**src/pkg/abssc_pkg.sv**
```systemverilog
// Package with register map, field layout and state codes of the bit-rate and special-character block.
package abssc_pkg;

    // ----------------------------------------------------------------
    // Register indices; byte address is four times the index
    // ----------------------------------------------------------------
    localparam int ADDR_W = 10;
    localparam logic [7:0] IDX_SPECIAL_CHAR_ONE = 8'h12;
    localparam logic [7:0] IDX_SPECIAL_CHAR_TWO = 8'h14;
    localparam logic [7:0] IDX_SPECIAL_CHAR_THREE = 8'h16;
    localparam logic [7:0] IDX_SPECIAL_CHAR_FOUR = 8'h18;
    localparam logic [7:0] IDX_CONTROL = 8'h20;
    localparam logic [7:0] IDX_COMMAND = 8'h22;
    localparam logic [7:0] IDX_STATUS = 8'h24;
    localparam logic [7:0] IDX_RX_DIVISOR_HIGH = 8'h62;
    localparam logic [7:0] IDX_RX_DIVISOR_LOW = 8'h64;
    localparam logic [7:0] IDX_TX_DIVISOR_HIGH = 8'h72;
    localparam logic [7:0] IDX_TX_DIVISOR_LOW = 8'h74;

    // ----------------------------------------------------------------
    // Reset values and fields
    // ----------------------------------------------------------------
    localparam logic [7:0] RESET_BYTE = 8'h00;
    localparam int CTRL_TWO_CHAR_SEND = 0;
    localparam int CTRL_DOUBLE_COMPARE = 1;
    localparam int STAT_TX_BUSY = 0;
    localparam int STAT_XON_PENDING = 1;
    localparam int STAT_XOFF_PENDING = 2;
    localparam logic [7:0] CMD_SEND_ONE = 8'h01;
    localparam logic [7:0] CMD_SEND_TWO = 8'h02;
    localparam logic [7:0] CMD_SEND_THREE = 8'h03;
    localparam logic [3:0] MATCH_XON_PAIR = 4'h5;
    localparam logic [3:0] MATCH_XOFF_PAIR = 4'hA;

    // ----------------------------------------------------------------
    // Special-character transmit states
    // ----------------------------------------------------------------
    typedef enum logic [2:0] {
        ABSSC_TX_IDLE = 3'b001,
        ABSSC_TX_FIRST = 3'b010,
        ABSSC_TX_SECOND = 3'b100
    } abssc_tx_state_t;

endpackage : abssc_pkg

```
**src/pkg/abssc_rate_if.sv**
```systemverilog
// Interface carrying a divisor to a bit-rate generator and its tick back.
interface abssc_rate_if;
    logic [15:0] divisor;
    logic tick;

    modport gen
    (
        input divisor,
        output tick
    );

    modport user
    (
        output divisor,
        input tick
    );
endinterface : abssc_rate_if

```
**src/design/abssc_top.sv**
```systemverilog
// Bit-rate dividers, special-character registers, compare and send for one channel.
//
// Local design decision: the Avalon-MM register port.

// Contract
// - Receive counter preloads the 16-bit value from receive high and low bytes.
// - Receive 16x tick period equals receive divisor times clock period.
// - Reset clears all receive and transmit divisor bytes to zero.
// - Transmit counter preloads its own 16-bit value from transmit high and low.
// - Transmit 16x tick period equals transmit divisor times clock period.
// - Each received character is compared with all four; matches go in status.
// - With double compare, status match waits until both pair characters match.
// - Send one sends character one, or one then three in two-character mode.
// - Send two sends character two, or two then four in two-character mode.
// - Send three sends the third special character.
// - Character one is Xon, or Xon first half with three second.
// - Character two is Xoff, or first half of the Xoff pair.
// - Character four is the second half of the Xoff pair.
module abssc_top
(
    // Clock and reset
    input wire logic clk_i,
    input wire logic rst_i,
    // Avalon-MM slave
    input wire logic [abssc_pkg::ADDR_W-1:0] avs_address,
    input wire logic avs_read,
    input wire logic avs_write,
    input wire logic [31:0] avs_writedata,
    input wire logic [3:0] avs_byteenable,
    output logic [31:0] avs_readdata,
    output logic avs_waitrequest,
    // Bit-rate ticks
    output logic rx_tick_o,
    output logic tx_tick_o,
    // Received characters and their status entries
    input wire logic [7:0] rx_char_i,
    input wire logic rx_char_valid_i,
    output logic rx_stat_valid_o,
    output logic [7:0] rx_stat_char_o,
    output logic [3:0] rx_stat_match_o,
    // Special characters to the transmitter
    output logic [7:0] tx_char_o,
    output logic tx_char_valid_o,
    input wire logic tx_char_ready_i
);

    // ----------------------------------------------------------------
    // Functions
    // ----------------------------------------------------------------
    function automatic logic reg_hit(input logic [abssc_pkg::ADDR_W-1:0] addr,
                                     input logic [7:0] idx);
        reg_hit = (addr == {idx, 2'b00});
    endfunction : reg_hit

    function automatic logic [3:0] char_match(input logic [7:0] c,
                                              input logic [7:0] s1,
                                              input logic [7:0] s2,
                                              input logic [7:0] s3,
                                              input logic [7:0] s4);
        char_match = {c == s4, c == s3, c == s2, c == s1};
    endfunction : char_match

    // ----------------------------------------------------------------
    // Declarations
    // ----------------------------------------------------------------
    logic [7:0] special_char_one_r;
    logic [7:0] special_char_two_r;
    logic [7:0] special_char_three_r;
    logic [7:0] special_char_four_r;
    logic [7:0] rx_divisor_high_r;
    logic [7:0] rx_divisor_low_r;
    logic [7:0] tx_divisor_high_r;
    logic [7:0] tx_divisor_low_r;
    logic [1:0] control_r;
    logic ack_r;
    logic [31:0] readdata_r;
    logic [31:0] readdata_nxt;
    logic wr_en;
    logic [7:0] wr_byte;
    logic [1:0] pend_r;
    logic [3:0] match_now;
    logic rx_stat_valid_r;
    logic [7:0] rx_stat_char_r;
    logic [3:0] rx_stat_match_r;
    abssc_pkg::abssc_tx_state_t tx_state_r;
    logic [7:0] tx_char_r;
    logic [7:0] tx_second_r;
    logic tx_has_second_r;
    logic cmd_wr;

    abssc_rate_if rx_rate ();
    abssc_rate_if tx_rate ();

    // ----------------------------------------------------------------
    // Bus handshake
    // ----------------------------------------------------------------
    // Every access waits exactly one cycle, then completes.
    always_ff @(posedge clk_i)
    begin
        if (rst_i)
            ack_r <= 1'b0;
        else
            ack_r <= (avs_read | avs_write) & ~ack_r;
    end

    assign avs_waitrequest = (avs_read | avs_write) & ~ack_r;
    assign wr_en = avs_write & ack_r & avs_byteenable[0];
    assign wr_byte = avs_writedata[7:0];
    assign cmd_wr = wr_en && reg_hit(avs_address, abssc_pkg::IDX_COMMAND);

    // ----------------------------------------------------------------
    // Register writes
    // ----------------------------------------------------------------
    always_ff @(posedge clk_i)
    begin
        if (rst_i)
        begin
            rx_divisor_high_r <= abssc_pkg::RESET_BYTE;
            rx_divisor_low_r <= abssc_pkg::RESET_BYTE;
            tx_divisor_high_r <= abssc_pkg::RESET_BYTE;
            tx_divisor_low_r <= abssc_pkg::RESET_BYTE;
        end
        else if (wr_en)
        begin
            if (reg_hit(avs_address, abssc_pkg::IDX_RX_DIVISOR_HIGH))
                rx_divisor_high_r <= wr_byte;
            if (reg_hit(avs_address, abssc_pkg::IDX_RX_DIVISOR_LOW))
                rx_divisor_low_r <= wr_byte;
            if (reg_hit(avs_address, abssc_pkg::IDX_TX_DIVISOR_HIGH))
                tx_divisor_high_r <= wr_byte;
            if (reg_hit(avs_address, abssc_pkg::IDX_TX_DIVISOR_LOW))
                tx_divisor_low_r <= wr_byte;
        end
    end

    always_ff @(posedge clk_i)
    begin
        if (rst_i)
        begin
            special_char_one_r <= abssc_pkg::RESET_BYTE;
            special_char_two_r <= abssc_pkg::RESET_BYTE;
            special_char_three_r <= abssc_pkg::RESET_BYTE;
            special_char_four_r <= abssc_pkg::RESET_BYTE;
            control_r <= 2'b00;
        end
        else if (wr_en)
        begin
            if (reg_hit(avs_address, abssc_pkg::IDX_SPECIAL_CHAR_ONE))
                special_char_one_r <= wr_byte;
            if (reg_hit(avs_address, abssc_pkg::IDX_SPECIAL_CHAR_TWO))
                special_char_two_r <= wr_byte;
            if (reg_hit(avs_address, abssc_pkg::IDX_SPECIAL_CHAR_THREE))
                special_char_three_r <= wr_byte;
            if (reg_hit(avs_address, abssc_pkg::IDX_SPECIAL_CHAR_FOUR))
                special_char_four_r <= wr_byte;
            if (reg_hit(avs_address, abssc_pkg::IDX_CONTROL))
                control_r <= wr_byte[1:0];
        end
    end

    // ----------------------------------------------------------------
    // Register reads
    // ----------------------------------------------------------------
    always_comb
    begin
        readdata_nxt = 32'h0000_0000;
        if (reg_hit(avs_address, abssc_pkg::IDX_SPECIAL_CHAR_ONE))
            readdata_nxt[7:0] = special_char_one_r;
        else if (reg_hit(avs_address, abssc_pkg::IDX_SPECIAL_CHAR_TWO))
            readdata_nxt[7:0] = special_char_two_r;
        else if (reg_hit(avs_address, abssc_pkg::IDX_SPECIAL_CHAR_THREE))
            readdata_nxt[7:0] = special_char_three_r;
        else if (reg_hit(avs_address, abssc_pkg::IDX_SPECIAL_CHAR_FOUR))
            readdata_nxt[7:0] = special_char_four_r;
        else if (reg_hit(avs_address, abssc_pkg::IDX_CONTROL))
            readdata_nxt[1:0] = control_r;
        else if (reg_hit(avs_address, abssc_pkg::IDX_STATUS))
        begin
            readdata_nxt[abssc_pkg::STAT_TX_BUSY] = (tx_state_r != abssc_pkg::ABSSC_TX_IDLE);
            readdata_nxt[abssc_pkg::STAT_XON_PENDING] = pend_r[0];
            readdata_nxt[abssc_pkg::STAT_XOFF_PENDING] = pend_r[1];
        end
        else if (reg_hit(avs_address, abssc_pkg::IDX_RX_DIVISOR_HIGH))
            readdata_nxt[7:0] = rx_divisor_high_r;
        else if (reg_hit(avs_address, abssc_pkg::IDX_RX_DIVISOR_LOW))
            readdata_nxt[7:0] = rx_divisor_low_r;
        else if (reg_hit(avs_address, abssc_pkg::IDX_TX_DIVISOR_HIGH))
            readdata_nxt[7:0] = tx_divisor_high_r;
        else if (reg_hit(avs_address, abssc_pkg::IDX_TX_DIVISOR_LOW))
            readdata_nxt[7:0] = tx_divisor_low_r;
    end

    always_ff @(posedge clk_i)
    begin
        if (rst_i)
            readdata_r <= 32'h0000_0000;
        else if (avs_read & ~ack_r)
            readdata_r <= readdata_nxt;
    end

    assign avs_readdata = readdata_r;

    // ----------------------------------------------------------------
    // Bit-rate generators
    // ----------------------------------------------------------------
    assign rx_rate.divisor = {rx_divisor_high_r, rx_divisor_low_r};
    assign tx_rate.divisor = {tx_divisor_high_r, tx_divisor_low_r};

    abssc_rate_gen u_rx_rate
    (
        .clk_i(clk_i),
        .rst_i(rst_i),
        .rate(rx_rate)
    );

    abssc_rate_gen u_tx_rate
    (
        .clk_i(clk_i),
        .rst_i(rst_i),
        .rate(tx_rate)
    );

    assign rx_tick_o = rx_rate.tick;
    assign tx_tick_o = tx_rate.tick;

    // ----------------------------------------------------------------
    // Receive compare
    // ----------------------------------------------------------------
    assign match_now = char_match(rx_char_i, special_char_one_r, special_char_two_r,
                                  special_char_three_r, special_char_four_r);

    // In pair mode a first half only arms a pending flag; the entry of
    // the second character carries the match of both halves.
    always_ff @(posedge clk_i)
    begin
        if (rst_i)
        begin
            pend_r <= 2'b00;
            rx_stat_valid_r <= 1'b0;
            rx_stat_char_r <= 8'h00;
            rx_stat_match_r <= 4'h0;
        end
        else
        begin
            rx_stat_valid_r <= rx_char_valid_i;
            if (rx_char_valid_i)
            begin
                rx_stat_char_r <= rx_char_i;
                if (control_r[abssc_pkg::CTRL_DOUBLE_COMPARE])
                begin
                    pend_r <= {match_now[1], match_now[0]};
                    if (pend_r[0] && match_now[2])
                        rx_stat_match_r <= abssc_pkg::MATCH_XON_PAIR;
                    else if (pend_r[1] && match_now[3])
                        rx_stat_match_r <= abssc_pkg::MATCH_XOFF_PAIR;
                    else
                        rx_stat_match_r <= 4'h0;
                end
                else
                begin
                    pend_r <= 2'b00;
                    rx_stat_match_r <= match_now;
                end
            end
        end
    end

    assign rx_stat_valid_o = rx_stat_valid_r;
    assign rx_stat_char_o = rx_stat_char_r;
    assign rx_stat_match_o = rx_stat_match_r;

    // ----------------------------------------------------------------
    // Special-character send
    // ----------------------------------------------------------------
    // Commands written while a send is in progress are dropped.
    always_ff @(posedge clk_i)
    begin
        if (rst_i)
        begin
            tx_state_r <= abssc_pkg::ABSSC_TX_IDLE;
            tx_char_r <= 8'h00;
            tx_second_r <= 8'h00;
            tx_has_second_r <= 1'b0;
        end
        else
        begin
            unique case (tx_state_r)
                abssc_pkg::ABSSC_TX_IDLE:
                begin
                    if (cmd_wr && wr_byte == abssc_pkg::CMD_SEND_ONE)
                    begin
                        tx_char_r <= special_char_one_r;
                        tx_second_r <= special_char_three_r;
                        tx_has_second_r <= control_r[abssc_pkg::CTRL_TWO_CHAR_SEND];
                        tx_state_r <= abssc_pkg::ABSSC_TX_FIRST;
                    end
                    else if (cmd_wr && wr_byte == abssc_pkg::CMD_SEND_TWO)
                    begin
                        tx_char_r <= special_char_two_r;
                        tx_second_r <= special_char_four_r;
                        tx_has_second_r <= control_r[abssc_pkg::CTRL_TWO_CHAR_SEND];
                        tx_state_r <= abssc_pkg::ABSSC_TX_FIRST;
                    end
                    else if (cmd_wr && wr_byte == abssc_pkg::CMD_SEND_THREE)
                    begin
                        tx_char_r <= special_char_three_r;
                        tx_has_second_r <= 1'b0;
                        tx_state_r <= abssc_pkg::ABSSC_TX_FIRST;
                    end
                end
                abssc_pkg::ABSSC_TX_FIRST:
                begin
                    if (tx_char_ready_i)
                    begin
                        if (tx_has_second_r)
                        begin
                            tx_char_r <= tx_second_r;
                            tx_state_r <= abssc_pkg::ABSSC_TX_SECOND;
                        end
                        else
                            tx_state_r <= abssc_pkg::ABSSC_TX_IDLE;
                    end
                end
                abssc_pkg::ABSSC_TX_SECOND:
                begin
                    if (tx_char_ready_i)
                        tx_state_r <= abssc_pkg::ABSSC_TX_IDLE;
                end
                default:
                    tx_state_r <= abssc_pkg::ABSSC_TX_IDLE;
            endcase
        end
    end

    assign tx_char_o = tx_char_r;
    assign tx_char_valid_o = (tx_state_r != abssc_pkg::ABSSC_TX_IDLE);

endmodule : abssc_top

```
**src/design/abssc_rate_gen.sv**
```systemverilog
// Bit-rate generator producing a 16x tick whose period is the divisor in clocks.
module abssc_rate_gen
(
    // Clock and reset
    input wire logic clk_i,
    input wire logic rst_i,
    // Divisor in, tick out
    abssc_rate_if.gen rate
);

    logic [15:0] count_r;
    logic tick_r;

    // ----------------------------------------------------------------
    // Counter
    // ----------------------------------------------------------------
    // A zero divisor parks the counter, so no tick is produced.
    always_ff @(posedge clk_i)
    begin
        if (rst_i)
        begin
            count_r <= 16'h0000;
            tick_r <= 1'b0;
        end
        else if (rate.divisor == 16'h0000)
        begin
            count_r <= 16'h0000;
            tick_r <= 1'b0;
        end
        else if (count_r <= 16'h0001)
        begin
            count_r <= rate.divisor;
            tick_r <= (count_r == 16'h0001);
        end
        else
        begin
            count_r <= count_r - 16'h0001;
            tick_r <= 1'b0;
        end
    end

    assign rate.tick = tick_r;

endmodule : abssc_rate_gen

```
**config.mk**
```make
export PLATFORM = sky130hd
export DESIGN_NAME = abssc_top
export DESIGN_NICKNAME = d
export VERILOG_FILES = /design/src/pkg/abssc_pkg.sv /design/src/pkg/abssc_rate_if.sv /design/src/design/abssc_top.sv /design/src/design/abssc_rate_gen.sv
export SDC_FILE = /design/constraint.sdc
export NUM_CORES = 1
export LEC_CHECK = 0
export ABC_AREA = 1
export BUFFER_PORTS_ARGS = -buffer_cell sky130_fd_sc_hd__buf_2
export CAP_MARGIN = 40
export CELL_PAD_IN_SITES_DETAIL_PLACEMENT = 1
export CELL_PAD_IN_SITES_GLOBAL_PLACEMENT = 1
export CORE_MARGIN = 3
export CORE_UTILIZATION = 41
export DETAILED_ROUTE_END_ITERATION = 8
export GPL_TIMING_DRIVEN = 0
export PLACE_DENSITY = 0.78
export SETUP_SLACK_MARGIN = 0.3
export SYNTH_ARGS = -nofsm -noshare
export SYNTH_HDL_FRONTEND = slang
export SYNTH_SLANG_ARGS = --single-unit
```
**constraint.sdc**
```tcl
create_clock -name clk_i -period 2.02 [get_ports clk_i]
set_input_delay 0.202 -clock clk_i [delete_from_list [all_inputs] [get_ports clk_i]]
set_output_delay 0.202 -clock clk_i [all_outputs]
set_load 0.005 [all_outputs]
```
* Word-level counts from Yosys, hierarchy flattened
Cells that the tools add are included.
** Cells by class
- $add $sub $neg :: 2
- Order comparisons :: 2
- Equality and inequality tests :: 28
- Muxes and demuxes :: 36
- Bitwise operators :: 8
- Reduce and logical (&&, ||, !) cells :: 28
** Operators with widths (number)
- $mux W8 :: 15
- $eq A10 B7 Y1 const B :: 4
- $eq A10 B9 Y1 const B :: 4
- $eq A16 B1 Y1 const B :: 2
- $eq A8 B8 Y1 :: 4
- $le A16 B1 Y1 const B :: 2
- $logic_not A16 Y1 :: 2
- $mux W16 :: 2
- $sub A16 B1 Y16 const B :: 2
- $eq A10 B8 Y1 const B :: 3
- $reduce_and A2 Y1 :: 11
- $mux W3 :: 7
- $eq A8 B2 Y1 const B :: 2
- $pmux W8 S2 :: 1
- $mux W4 :: 3
- $pmux W3 S3 :: 1
- $eq A8 B1 Y1 const B :: 1
- $logic_and A1 B1 Y1 :: 6
- $mux W6 :: 1
- $ne A2 B2 Y1 const B :: 3
- $reduce_or A3 Y1 :: 2
- $mux W5 :: 1
- $and A1 B1 Y1 :: 4
- $mux W2 :: 2
- 13 further kinds :: 19
** Storage, ports and cells
- Register bits :: 144
- Output and inout port bits :: 57

* Logic depth before layout (Yosys ltp)
Gate-level depths: netlist of the first run.
- Word-level depth :: 11
- Gate-level depth with buffers :: 13
- Gate-level depth less buffers :: 13

* By module
A second synthesis of the first run with hierarchy kept.
** Second synthesis, totals
- Cells, all modules :: 1245
- Area total of the unflattened synthesis :: 8318.0 µm²
** By module, submodules not included
- abssc_top :: instances 1, cells an instance 861, area each 5860.6 µm²
- abssc_rate_gen at u_rx_rate :: instances 1, cells an instance 181, area each 1243.7 µm²
- abssc_rate_gen at u_tx_rate :: instances 1, cells an instance 203, area each 1213.7 µm²

* Worst setup path before layout of the first run
No wires, ideal clock.
- Path type :: reg-to-reg
- Start point :: register u_tx_rate.count_r[0]
- End point :: register u_tx_rate.count_r[9]
- Library setup time :: 0.119 ns
- Arrival time :: 1.597 ns
- Data required time :: 1.901 ns
- Setup slack :: 0.305 ns
- Cell stages (with the launch flop) :: 11
- Period minus slack after synthesis :: 1.715 ns
- Cells stage by stage :: dfxtp_1 > inv_1 > ha_1 > nand2_2 > nor2_4 > nand3_2 > o21ai_4 > inv_2 > buf_6 > o21ai_0 > nor2_1
** On the way
- Word-level cells in the longest chain between the ends :: 2
- Elaborated cells on any way between the ends :: 3
- Those cells by class :: 1 x add/sub; 1 x order compare; 1 x mux
** RTL lines
- from (decl) :: line abssc_rate_gen.sv:11 : logic [15:0] count_r;
- from (signal assigned) :: line abssc_rate_gen.sv:32 : count_r <= rate.divisor;
- from (signal assigned) :: line abssc_rate_gen.sv:37 : count_r <= count_r - 16'h0001;
- $sub A16 B1 Y16 / $le A16 B1 Y1 (equally long branches) :: line abssc_rate_gen.sv:37, abssc_rate_gen.sv:30
- $mux W16 * :: line abssc_rate_gen.sv:30 : else if (count_r <= 16'h0001)
Every way passes the cells marked *; elsewhere a longest branch is shown, timed or not.
A chain may end at the register's enable or synchronous reset.

* Worst setup path after layout of the first run
- Start point :: register u_tx_rate.count_r[0]
- End point :: register u_tx_rate.count_r[15]
The elaborated chain is that of the path after synthesis.

==> flow_metrics.env, run 1 <==
export IMPL_status="finished clean"
export IMPL_worst_slack_ps=214
export IMPL_r2r_cells=9
export IMPL_hpwlAfterDp_um=19400
export IMPL_drt_wl_total_um=27600
export IMPL_ios=117
export IMPL_insertion_delay_ps=430
export IMPL_min_to="ack_r$_SDFF_PP0_"
export IMPL_path_clk_slew_ps=70
export IMPL_async_reset_ff_frac=0
export IMPL_grt_max_degree=17
export IMPL_root_buffer="clkbuf_16"
export IMPL_cp_end_kind="register"
export IMPL_p_leak_nw=3.97
export IMPL_grt_util_all_layers=0.270
export IMPL_dr_pass1_iters=4
export IMPL_setup_viol_count_final=0
export IMPL_worstPathRequired_ps=2340
export IMPL_grt_pass1_vias=7972
export IMPL_area_growth_pct=27.5
export IMPL_grt_pass1_wl_um=42300
export IMPL_h_tree_depth=4
export IMPL_yosysSeqAreaShare=0.386
export IMPL_nets=1253
export IMPL_die_x_um=141
export IMPL_cp_start_kind="register"
export IMPL_drv_cap=0
export IMPL_antenna_found_initial=0
export IMPL_start_util=0.425
export IMPL_min_period_ps=1810
export IMPL_cts_tree="built"
export IMPL_synth_cells=1060
export IMPL_synth_ff_type="dfxtp_1"
export IMPL_worst_pin_slew_ps=816
export IMPL_drc=0
export IMPL_routabilityCongestion=0.856
export IMPL_final_hold_violation_count=0
export IMPL_path_class="reg2reg"
export IMPL_grt_overflow_total=0
export IMPL_worstReg2RegStart="u_tx_rate.count_r[0]$_SDFF_PP0_"
export IMPL_antenna_cells=0
export IMPL_synth_seq_cells=144
export IMPL_dieArea_um2=19900
export IMPL_rr_endpoint="u_tx_rate.count_r[15]$_SDFF_PP0_"
export IMPL_post_place_ws_ps=-123
export IMPL_skew_ps=9.13
export IMPL_rows=48
export IMPL_hold_class="in2reg"
export IMPL_tns_ps=0
export IMPL_r2r_slack_ps=210
export IMPL_final_util=0.542
export IMPL_synth_area_um2=7480
export IMPL_p_per_area_nw_per_um2=727
export IMPL_portBuffers=55
export IMPL_max_freq_mhz=554
export IMPL_via_per_inst=5.48
export IMPL_drive_gt1_frac=0.230
export IMPL_yosysUniqueCellTypes=44
export IMPL_arrival_ps=2120
export IMPL_rsz0062_at_grt="yes"
export IMPL_yosys_warnings=0
export IMPL_dp_cells=1364
export IMPL_cts_sinks=144
export IMPL_drtIter0Drc=398
export IMPL_ir_drop_mv=0.585
export IMPL_stdcell_count=1427
export IMPL_cts_made_buffers=17
export IMPL_min_path_cells=3
export IMPL_cts_buffer_depth=2
export IMPL_final_antenna_net_count=0
export IMPL_fp_coreArea_um2=17600
export IMPL_hold_start="avs_write"
export IMPL_fin_crit_sh=0.894
export IMPL_slew_viol_final=0
export IMPL_slew_headroom=0.456
export IMPL_vias=7820
export IMPL_crit_fanout=5
export IMPL_largestRegisters="u_rx_rate.count_r (16), u_tx_rate.count_r (16)"
export IMPL_wire_per_inst_um=19.3
export IMPL_syn_avg_cell_area_um2=7.05
export IMPL_chipHeight_um=141
export IMPL_synth_edf_count=0
-- what timing repair did --
item,4_1_cts,5_1_grt
gates resized for setup,78,97
hold buffers,0,0
endpoints found under the setup margin,88,74
cloned,1,2
buffers inserted,12,16
pin swaps,11,14
-- metrics by stage --
| stage | hold WS, ps | instance area [µm²] | total power, mW |
|---|---|---|---|
| CTS | 86.7 | 9060 | 6.91 |
| global placement | 454 | 8120 | 3.47 |
| global route | 130 | 9530 | 7.15 |
| finish | 87.9 | 9530 | 6.92 |
| detailed placement | 457 | 8130 | 3.47 |
| floorplan | 366 | 7560 | 3.28 |
-- cell type report --
| class | count | area [µm²] |
|---|---|---|
| inverter | 123 | 470 |
| multi-input combinational | 749 | 4270 |
| fill | 2233 | 8070 |
| timing repair buffer | 86 | 569 |
| clock buffer | 17 | 425 |
| timing repair inverter | 1 | 7.51 |
| buffer | 67 | 407 |
| tap | 225 | 282 |
| sequential | 144 | 2890 |
| clock inverter | 15 | 210 |
-- layer usage --
metal	vias to the layer above	global-route usage	wire, µm
met1	3786	0.317	11200
met4	0	0.111	1120
met3	77	0.0546	1330
li1	3744	-	-
met2	213	0.479	13900
met5	-	0	0
-- cells in the mapped netlist, types with 9 or more instances --
cell type | number | area share
nand3_1 | 44 | 0.029
clkbuf_1 | 34 | 0.017
o211ai_1 | 9 | 0.0090
nor2_1 | 122 | 0.061
a31oi_1 | 9 | 0.0075
inv_1 | 118 | 0.059
xnor2_1 | 41 | 0.048
a21oi_1 | 115 | 0.077
a211oi_1 | 16 | 0.016
buf_4 | 24 | 0.024
nand4_1 | 24 | 0.020
nand2_1 | 138 | 0.069
o21ai_0 | 141 | 0.094
dfxtp_1 | 144 | 0.39
-- power by group --
| part | leakage [nW] | total (mW) | switching (mW) | internal (mW) |
|---|---|---|---|---|
| registers | 1.16 | 2.92 | 0.0327 | 2.89 |
| clock network | 0.304 | 3.42 | 1.34 | 2.08 |
| logic | 2.50 | 0.583 | 0.364 | 0.218 |
-- worst max path at each step --
stage                                                  end  slack, ps                            start  cells past startpoint
after floorplan            u_tx_rate.count_r[9]$_SDFF_PP0_        300  u_tx_rate.count_r[0]$_SDFF_PP0_                     10
after CTS                  u_tx_rate.count_r[9]$_SDFF_PP0_        250  u_tx_rate.count_r[0]$_SDFF_PP0_                     10
after global placement     u_tx_rate.count_r[9]$_SDFF_PP0_       -100  u_tx_rate.count_r[0]$_SDFF_PP0_                     10
after global routing      u_tx_rate.count_r[15]$_SDFF_PP0_        100  u_tx_rate.count_r[0]$_SDFF_PP0_                      9
after detailed placement   u_tx_rate.count_r[9]$_SDFF_PP0_       -120  u_tx_rate.count_r[0]$_SDFF_PP0_                     10
final                     u_tx_rate.count_r[15]$_SDFF_PP0_        210  u_tx_rate.count_r[0]$_SDFF_PP0_                      9
-- logic make-up after synthesis --
group / after synthesis / synth area share
AO/OA/AOI/OAI: 309 / 0.224
XOR/XNOR: 47 / 0.0551
adder cells (fa/ha/maj): 4 / 0.00669
buffers and inverters: 190 / 0.111
flip-flops: 144 / 0.386
other: 1 / 0.000502
AND/OR/NAND/NOR: 365 / 0.217
-- worst max-delay path: stages, from the launching register on --
cell,delay [ps]
dfxtp_2,330
inv_2,70
ha_4,140
nand2_4,50
nor2_4,170
nand3_4,120
o21ai_4,270
clkinvlp_4,220
o21ai_0,250
a21oi_1,60
-- placed cells by master, fill, tap and decap left out, drive strengths merged --
cell / count
o21ai: 149
nand2: 145
dfxtp: 144
nor2: 129
inv: 124
buf: 120
a21oi: 116
clkbuf: 49
nand3: 45
xnor2: 41
nand4: 24
conb: 24
a211oi: 17
nor3: 10
o211ai: 9
a31oi: 9
clkinv: 7
xor2: 6
nor4: 6
clkinvlp: 4
bufinv: 4
ha: 4
or2: 3
nand3b: 2
o21bai: 2
a41oi: 1
o31ai: 1
and3: 1
o2111ai: 1
o41ai: 1
a311oi: 1
a21boi: 1
o22ai: 1
clkdlybuf4s15: 1
Note: power is estimated with default switching activity, not from simulation.
==> run 2, diff against run 1 <==
PLACE_DENSITY = not set   (was 0.78)
PLACE_DENSITY_LB_ADDON = 0.05   (was not set)
==> run 2 against run 1 <==
- clock skew shrank 2.0 ps
- power rose by 3.7%
- sequential power is essentially flat
- sequential share of layout area grew 0.054 points
- critical path depth down 1
- setup slack better by 6.4 ps
- combinational power shrank 3%
- global-route usage up 0.52 points
- maximum frequency is 0.35% higher
- routed wire length grew 1.0%
- via count decreased by 0.68%
- sequential cell count is the same
- largest power group unchanged
- highest routed layer unchanged
==> flow_metrics.env, run 2 (synthesis results as in run 1) <==
export IMPL_status="finished clean"
export IMPL_final_antenna_net_count=0
export IMPL_p_per_area_nw_per_um2=754
export IMPL_cts_sinks=144
export IMPL_routabilityCongestion=0.883
export IMPL_grt_pass1_wl_um=42900
export IMPL_largestRegisters="u_rx_rate.count_r (16), u_tx_rate.count_r (16)"
export IMPL_slew_viol_final=0
export IMPL_path_clk_slew_ps=60
export IMPL_hpwlAfterDp_um=19700
export IMPL_hold_class="in2reg"
export IMPL_area_growth_pct=27.3
export IMPL_antenna_found_initial=0
export IMPL_final_area_um2=9520
export IMPL_final_util=0.541
export IMPL_slew_headroom=0.441
export IMPL_grt_pass1_vias=7990
export IMPL_max_freq_mhz=556
export IMPL_final_common_cell="dfxtp_1"
export IMPL_multi_input_area_um2=4200
export IMPL_root_buffer="clkbuf_16"
export IMPL_fp_coreArea_um2=17600
export IMPL_fin_crit_sh=0.891
export IMPL_grtUsageMet2=0.481
export IMPL_final_cell_mix="dfxtp_1, nand2_1, o21ai_0"
export IMPL_grt_busiest_layer="met2"
export IMPL_final_hold_violation_count=0
export IMPL_grt_util_all_layers=0.275
export IMPL_skew_ps=7.12
export IMPL_rsz0062_at_grt="yes"
export IMPL_worst_pin_slew_ps=838
export IMPL_vias=7767
export IMPL_cts_tree="built"
export IMPL_cts_made_buffers=17
export IMPL_tns_ps=0
export IMPL_grt_overflow_total=0
export IMPL_dieArea_um2=19900
export IMPL_post_place_ws_ps=-128
export IMPL_grt_max_degree=17
export IMPL_cp_end_kind="register"
export IMPL_ios=117
export IMPL_drt_wl_total_um=27800
export IMPL_met3_usage=0.0529
export IMPL_drive_gt1_frac=0.213
export IMPL_insertion_delay_ps=430
export IMPL_wire_per_inst_um=19.5
export IMPL_chipHeight_um=141
export IMPL_worstPathRequired_ps=2390
export IMPL_dr_pass1_iters=5
export IMPL_crit_fanout=4
export IMPL_place_area_um2=8120
export IMPL_arrival_ps=2170
export IMPL_worst_slack_ps=220
export IMPL_drv_cap=0
export IMPL_cp_start_kind="register"
export IMPL_ir_drop_mv=0.600
export IMPL_rows=48
export IMPL_via_per_inst=5.44
export IMPL_die_x_um=141
export IMPL_start_util=0.425
export IMPL_setup_viol_count_final=0
export IMPL_r2r_slack_ps=220
export IMPL_path_class="reg2reg"
export IMPL_antenna_cells=0
export IMPL_portBuffers=55
export IMPL_drtIter0Drc=336
export IMPL_p_leak_nw=4.02
export IMPL_cts_buffer_depth=2
export IMPL_fillers=2255
export IMPL_cts_hold_buf=0
export IMPL_min_period_ps=1800
export IMPL_h_tree_depth=4
export IMPL_seqCellArea_um2=2890
export IMPL_drc=0
export IMPL_grt_use_met1=0.332
export IMPL_nets=1254
==> run 2: changes by cell type in the layout (fill, tap and decap cells not counted), sizes merged <==
cell and delta:
clkinv -5, bufinv +2, buf +2, clkdlybuf4s15 -1, clkbuf +2, clkinvlp +1
==> run 2: critical path, stage by stage (launching register included) <==
cell     delay, ps
dfxtp_4        360
inv_4           60
ha_4           130
nand2_4         60
nor2_4         180
nand3_1        220
o41ai_4        390
o21ai_0        190
a21oi_1        140
==> run 2: cell type report <==
cell class | count | area share
buffer | 67 | 0.0438
clock buffer | 19 | 0.0476
clock inverter | 13 | 0.0244
inverter | 123 | 0.0495
multi-input combinational | 749 | 0.441
sequential | 144 | 0.304
tap | 225 | 0.0296
timing repair buffer | 87 | 0.0595
timing repair inverter | 1 | 0.000789
==> run 2: worst paths after layout <==
path / cells past startpoint / from / end
worst min register to register: 1 / u_rx_rate.count_r[0]$_SDFF_PP0_ / u_rx_rate.count_r[0]$_SDFF_PP0_
worst max-delay path: 8 / u_tx_rate.count_r[0]$_SDFF_PP0_ / u_tx_rate.count_r[12]$_SDFF_PP0_
worst max register to register: 8 / u_tx_rate.count_r[0]$_SDFF_PP0_ / u_tx_rate.count_r[12]$_SDFF_PP0_
worst min-delay path: 3 / avs_write / ack_r$_SDFF_PP0_
==> run 2: per-layer routing <==
metal  vias to the layer above  routed length, µm
li1                       3755                  -
met1                      3760              11800
met2                       192              14100
met3                        60               1010
met4                         0                922
met5                         -                  0
==> run 2: what timing repair did <==
| item | in CTS | in global routing |
|---|---|---|
| pin swaps | 10 | 17 |
| setup endpoints to repair | 87 | 74 |
| endpoints found under the hold margin | 0 | 0 |
| gates resized for setup | 61 | 105 |
| setup buffers | 12 | 15 |
| cloned | 1 | 4 |
==> run 2: per-stage QoR <==
stage	std cells	total power [mW]	hold slack [ps]
after CTS	1409	7.17	67.2
after global placement	1363	3.47	456
final	1428	7.18	80.2
after global routing	1428	7.43	109
after floorplan	1083	3.28	366
after detailed placement	1364	3.48	457
==> run 2: power by group <==
part           switching (mW)  internal (mW)  leakage, nW  total [mW]
Sequential             0.0268           2.89         1.17        2.92
Clock                    1.31           2.39        0.322        3.70
Combinational           0.355          0.210         2.53       0.565
==> run 3, diff against run 2 <==
CORE_UTILIZATION = 35   (was 41)
SYNTH_HIERARCHICAL = 1   (was not set)
==> run 3 against run 2 <==
- die area rose by 29%
- clock power fell by 14%
- count of clock-buffer cells in the layout did not move
- utilization fell by 10 points
- critical path type unchanged
- largest power group unchanged
==> flow_metrics.env, run 3 <==
export IMPL_status="finished clean"
export IMPL_crit_fanout=7
export IMPL_final_antenna_net_count=0
export IMPL_synthAdderAreaFrac=0.00602
export IMPL_chipHeight_um=160
export IMPL_synth_compound_area_frac=0.156
export IMPL_fin_crit_sh=0.884
export IMPL_drc=0
export IMPL_synth_ff_type="dfxtp_1"
export IMPL_cp_end_kind="register"
export IMPL_arrival_ps=2130
export IMPL_root_buffer="clkbuf_16"
export IMPL_synth_top_cell_area_share=0.347
export IMPL_dieArea_um2=25700
export IMPL_cts_sinks=144
export IMPL_grt_pass1_vias=8448
export IMPL_hpwlAfterDp_um=23200
export IMPL_slowest_delay_ps=350
export IMPL_slew_headroom=0.513
export IMPL_rows=55
export IMPL_fp_coreArea_um2=23000
export IMPL_path_class="reg2reg"
export IMPL_vias=8388
export IMPL_yosysMostFrequentCell="nand2_1"
export IMPL_slew_viol_final=0
export IMPL_synth_seq_cells=144
export IMPL_cts_tree="built"
export IMPL_setup_viol_count_final=0
export IMPL_nets=1426
export IMPL_grt_max_degree=17
export IMPL_hold_class="in2reg"
export IMPL_worst_pin_slew_ps=731
export IMPL_ios=117
export IMPL_drive_gt1_frac=0.207
export IMPL_yosysSeqAreaShare=0.347
export IMPL_cts_made_buffers=17
export IMPL_synth_cells=1245
export IMPL_synth_top_area_cell="dfxtp_1"
export IMPL_drtIter0Drc=466
export IMPL_drt_wl_total_um=30300
export IMPL_synth_area_um2=8320
export IMPL_r2r_slack_ps=230
export IMPL_final_cell_mix="nand2_1, nor2_1, dfxtp_1"
export IMPL_skew_ps=11.7
export IMPL_via_per_inst=4.97
export IMPL_synth_top_cells_by_area="dfxtp_1, nand2_1, nor2_1"
export IMPL_final_hold_violation_count=0
export IMPL_p_per_area_nw_per_um2=658
export IMPL_synth_top_family_by_area="simple AND/OR/NAND/NOR gates"
export IMPL_drv_cap=0
export IMPL_synth_edf_count=0
export IMPL_grt_pass1_wl_um=47600
export IMPL_routabilityCongestion=0.889
export IMPL_rsz0062_at_grt="yes"
export IMPL_async_reset_ff_frac=0
export IMPL_syn_avg_cell_area_um2=6.68
export IMPL_synthSimpleGateAreaFrac=0.344
export IMPL_die_x_um=160
export IMPL_h_tree_depth=4
export IMPL_final_common_cell="nand2_1"
export IMPL_synth_xor_area_share=0.0326
export IMPL_whs_ps=73.1
export IMPL_portBuffers=61
export IMPL_total_power_mw=6.64
export IMPL_antenna_found_initial=1
export IMPL_grt_overflow_total=0
export IMPL_grt_util_all_layers=0.238
export IMPL_start_util=0.362
export IMPL_antenna_cells=0
export IMPL_cp_common_cell="nand3_4"
export IMPL_p_leak_nw=4.44
export IMPL_cp_start_kind="register"
export IMPL_largestRegisters="u_rx_rate/count_r (16), u_tx_rate/count_r (16)"
export IMPL_yosys_warnings=6
export IMPL_area_growth_pct=21.3
export IMPL_insertion_delay_ps=440
export IMPL_path_clk_slew_ps=70
export IMPL_ir_drop_mv=0.455
export IMPL_worstPathRequired_ps=2370
export IMPL_slowest_stage="dfxtp_2"
export IMPL_netlist_top_cells_count="nand2_1, nor2_1, dfxtp_1, inv_1, o21ai_0"
export IMPL_wire_per_inst_um=18.0
export IMPL_cts_buffer_depth=2
export IMPL_worstPathCellList="nand3_4 -> nor3_4 -> nand3_4 -> buf_8 -> o21ai_4 -> nand2_1 -> nand3_2 -> nand2_2 -> nor2_2 -> nor2_1"
export IMPL_synth_mux_area_frac=0
export IMPL_min_period_ps=1790
export IMPL_dr_pass1_iters=5
export IMPL_yosysUniqueCellTypes=49
export IMPL_cts_hold_buf=0
export IMPL_max_freq_mhz=560
==> run 3: final timing paths <==
check | start | endpoint | cells after the start
max | ack_r$_SDFF_PP0_ | tx_char_o[0]$_SDFFE_PP0P_ | 10
min reg2reg | avs_readdata[0]$_SDFFE_PP0P_ | avs_readdata[0]$_SDFFE_PP0P_ | 2
max reg2reg | ack_r$_SDFF_PP0_ | tx_char_o[0]$_SDFFE_PP0P_ | 10
min | avs_write | ack_r$_SDFF_PP0_ | 3
==> run 3: area by class of cell <==
type,count,area (µm²)
fillers,3049,12900
multi-input cells,911,4850
flip-flops and latches,144,2880
inverters,149,561
clock buffers,19,443
plain buffers,64,420
repair buffers,75,412
well taps,313,392
clock inverters,13,129
==> run 3: timing repair <==
action	CTS	global route
resized for setup	28	63
endpoints found under the setup margin	102	68
cloned	1	1
pin swaps	7	17
setup buffers	7	5
==> run 3: per-layer routing <==
layer	global-route usage	routed length (µm)	up-vias
met1	0.298	13500	3954
met5	0	0	-
li1	-	-	4192
met2	0.409	14600	192
met3	0.0467	1290	50
met4	0.0801	896	0
==> run 3: where the power goes <==
group | total, mW | switching [mW] | internal [mW] | leakage, nW
registers | 2.91 | 0.0223 | 2.89 | 1.16
clock network | 3.17 | 1.42 | 1.75 | 0.269
logic | 0.556 | 0.357 | 0.198 | 3.01
==> run 3: critical path: cells and delay by family, from the launching register on <==
kind / cells / cell delay (ps)
and+or+nand+nor: 8 / 980
DFF: 1 / 350
buffers and inverters: 1 / 200
AOI/OAI and AO/OA: 1 / 160
==> run 3: logic make-up (layout without fill, tap and decap cells) <==
group | after synthesis | count (layout)
simple gates | 621 | 621
compound gates | 231 | 231
buf+inv | 213 | 320
flops | 144 | 144
xor+xnor | 31 | 31
fa+ha+maj | 4 | 4
other cells | 1 | 24
==> run 3: stage by stage <==
stage | util | instances | worst slack, ps | setup TNS [ps] | instance area (µm²)
2_1_floorplan | - | 1268 | 417 | 0 | 8400
3_3_place_gp | 0.396 | 1642 | -300 | -7480 | 9100
3_5_place_dp | 0.396 | 1642 | -307 | -7570 | 9100
4_1_cts | 0.428 | 1682 | 302 | 0 | 9850
5_1_grt | 0.439 | 1688 | 119 | 0 | 10100
6_report | 0.439 | 1688 | 235 | 0 | 10100
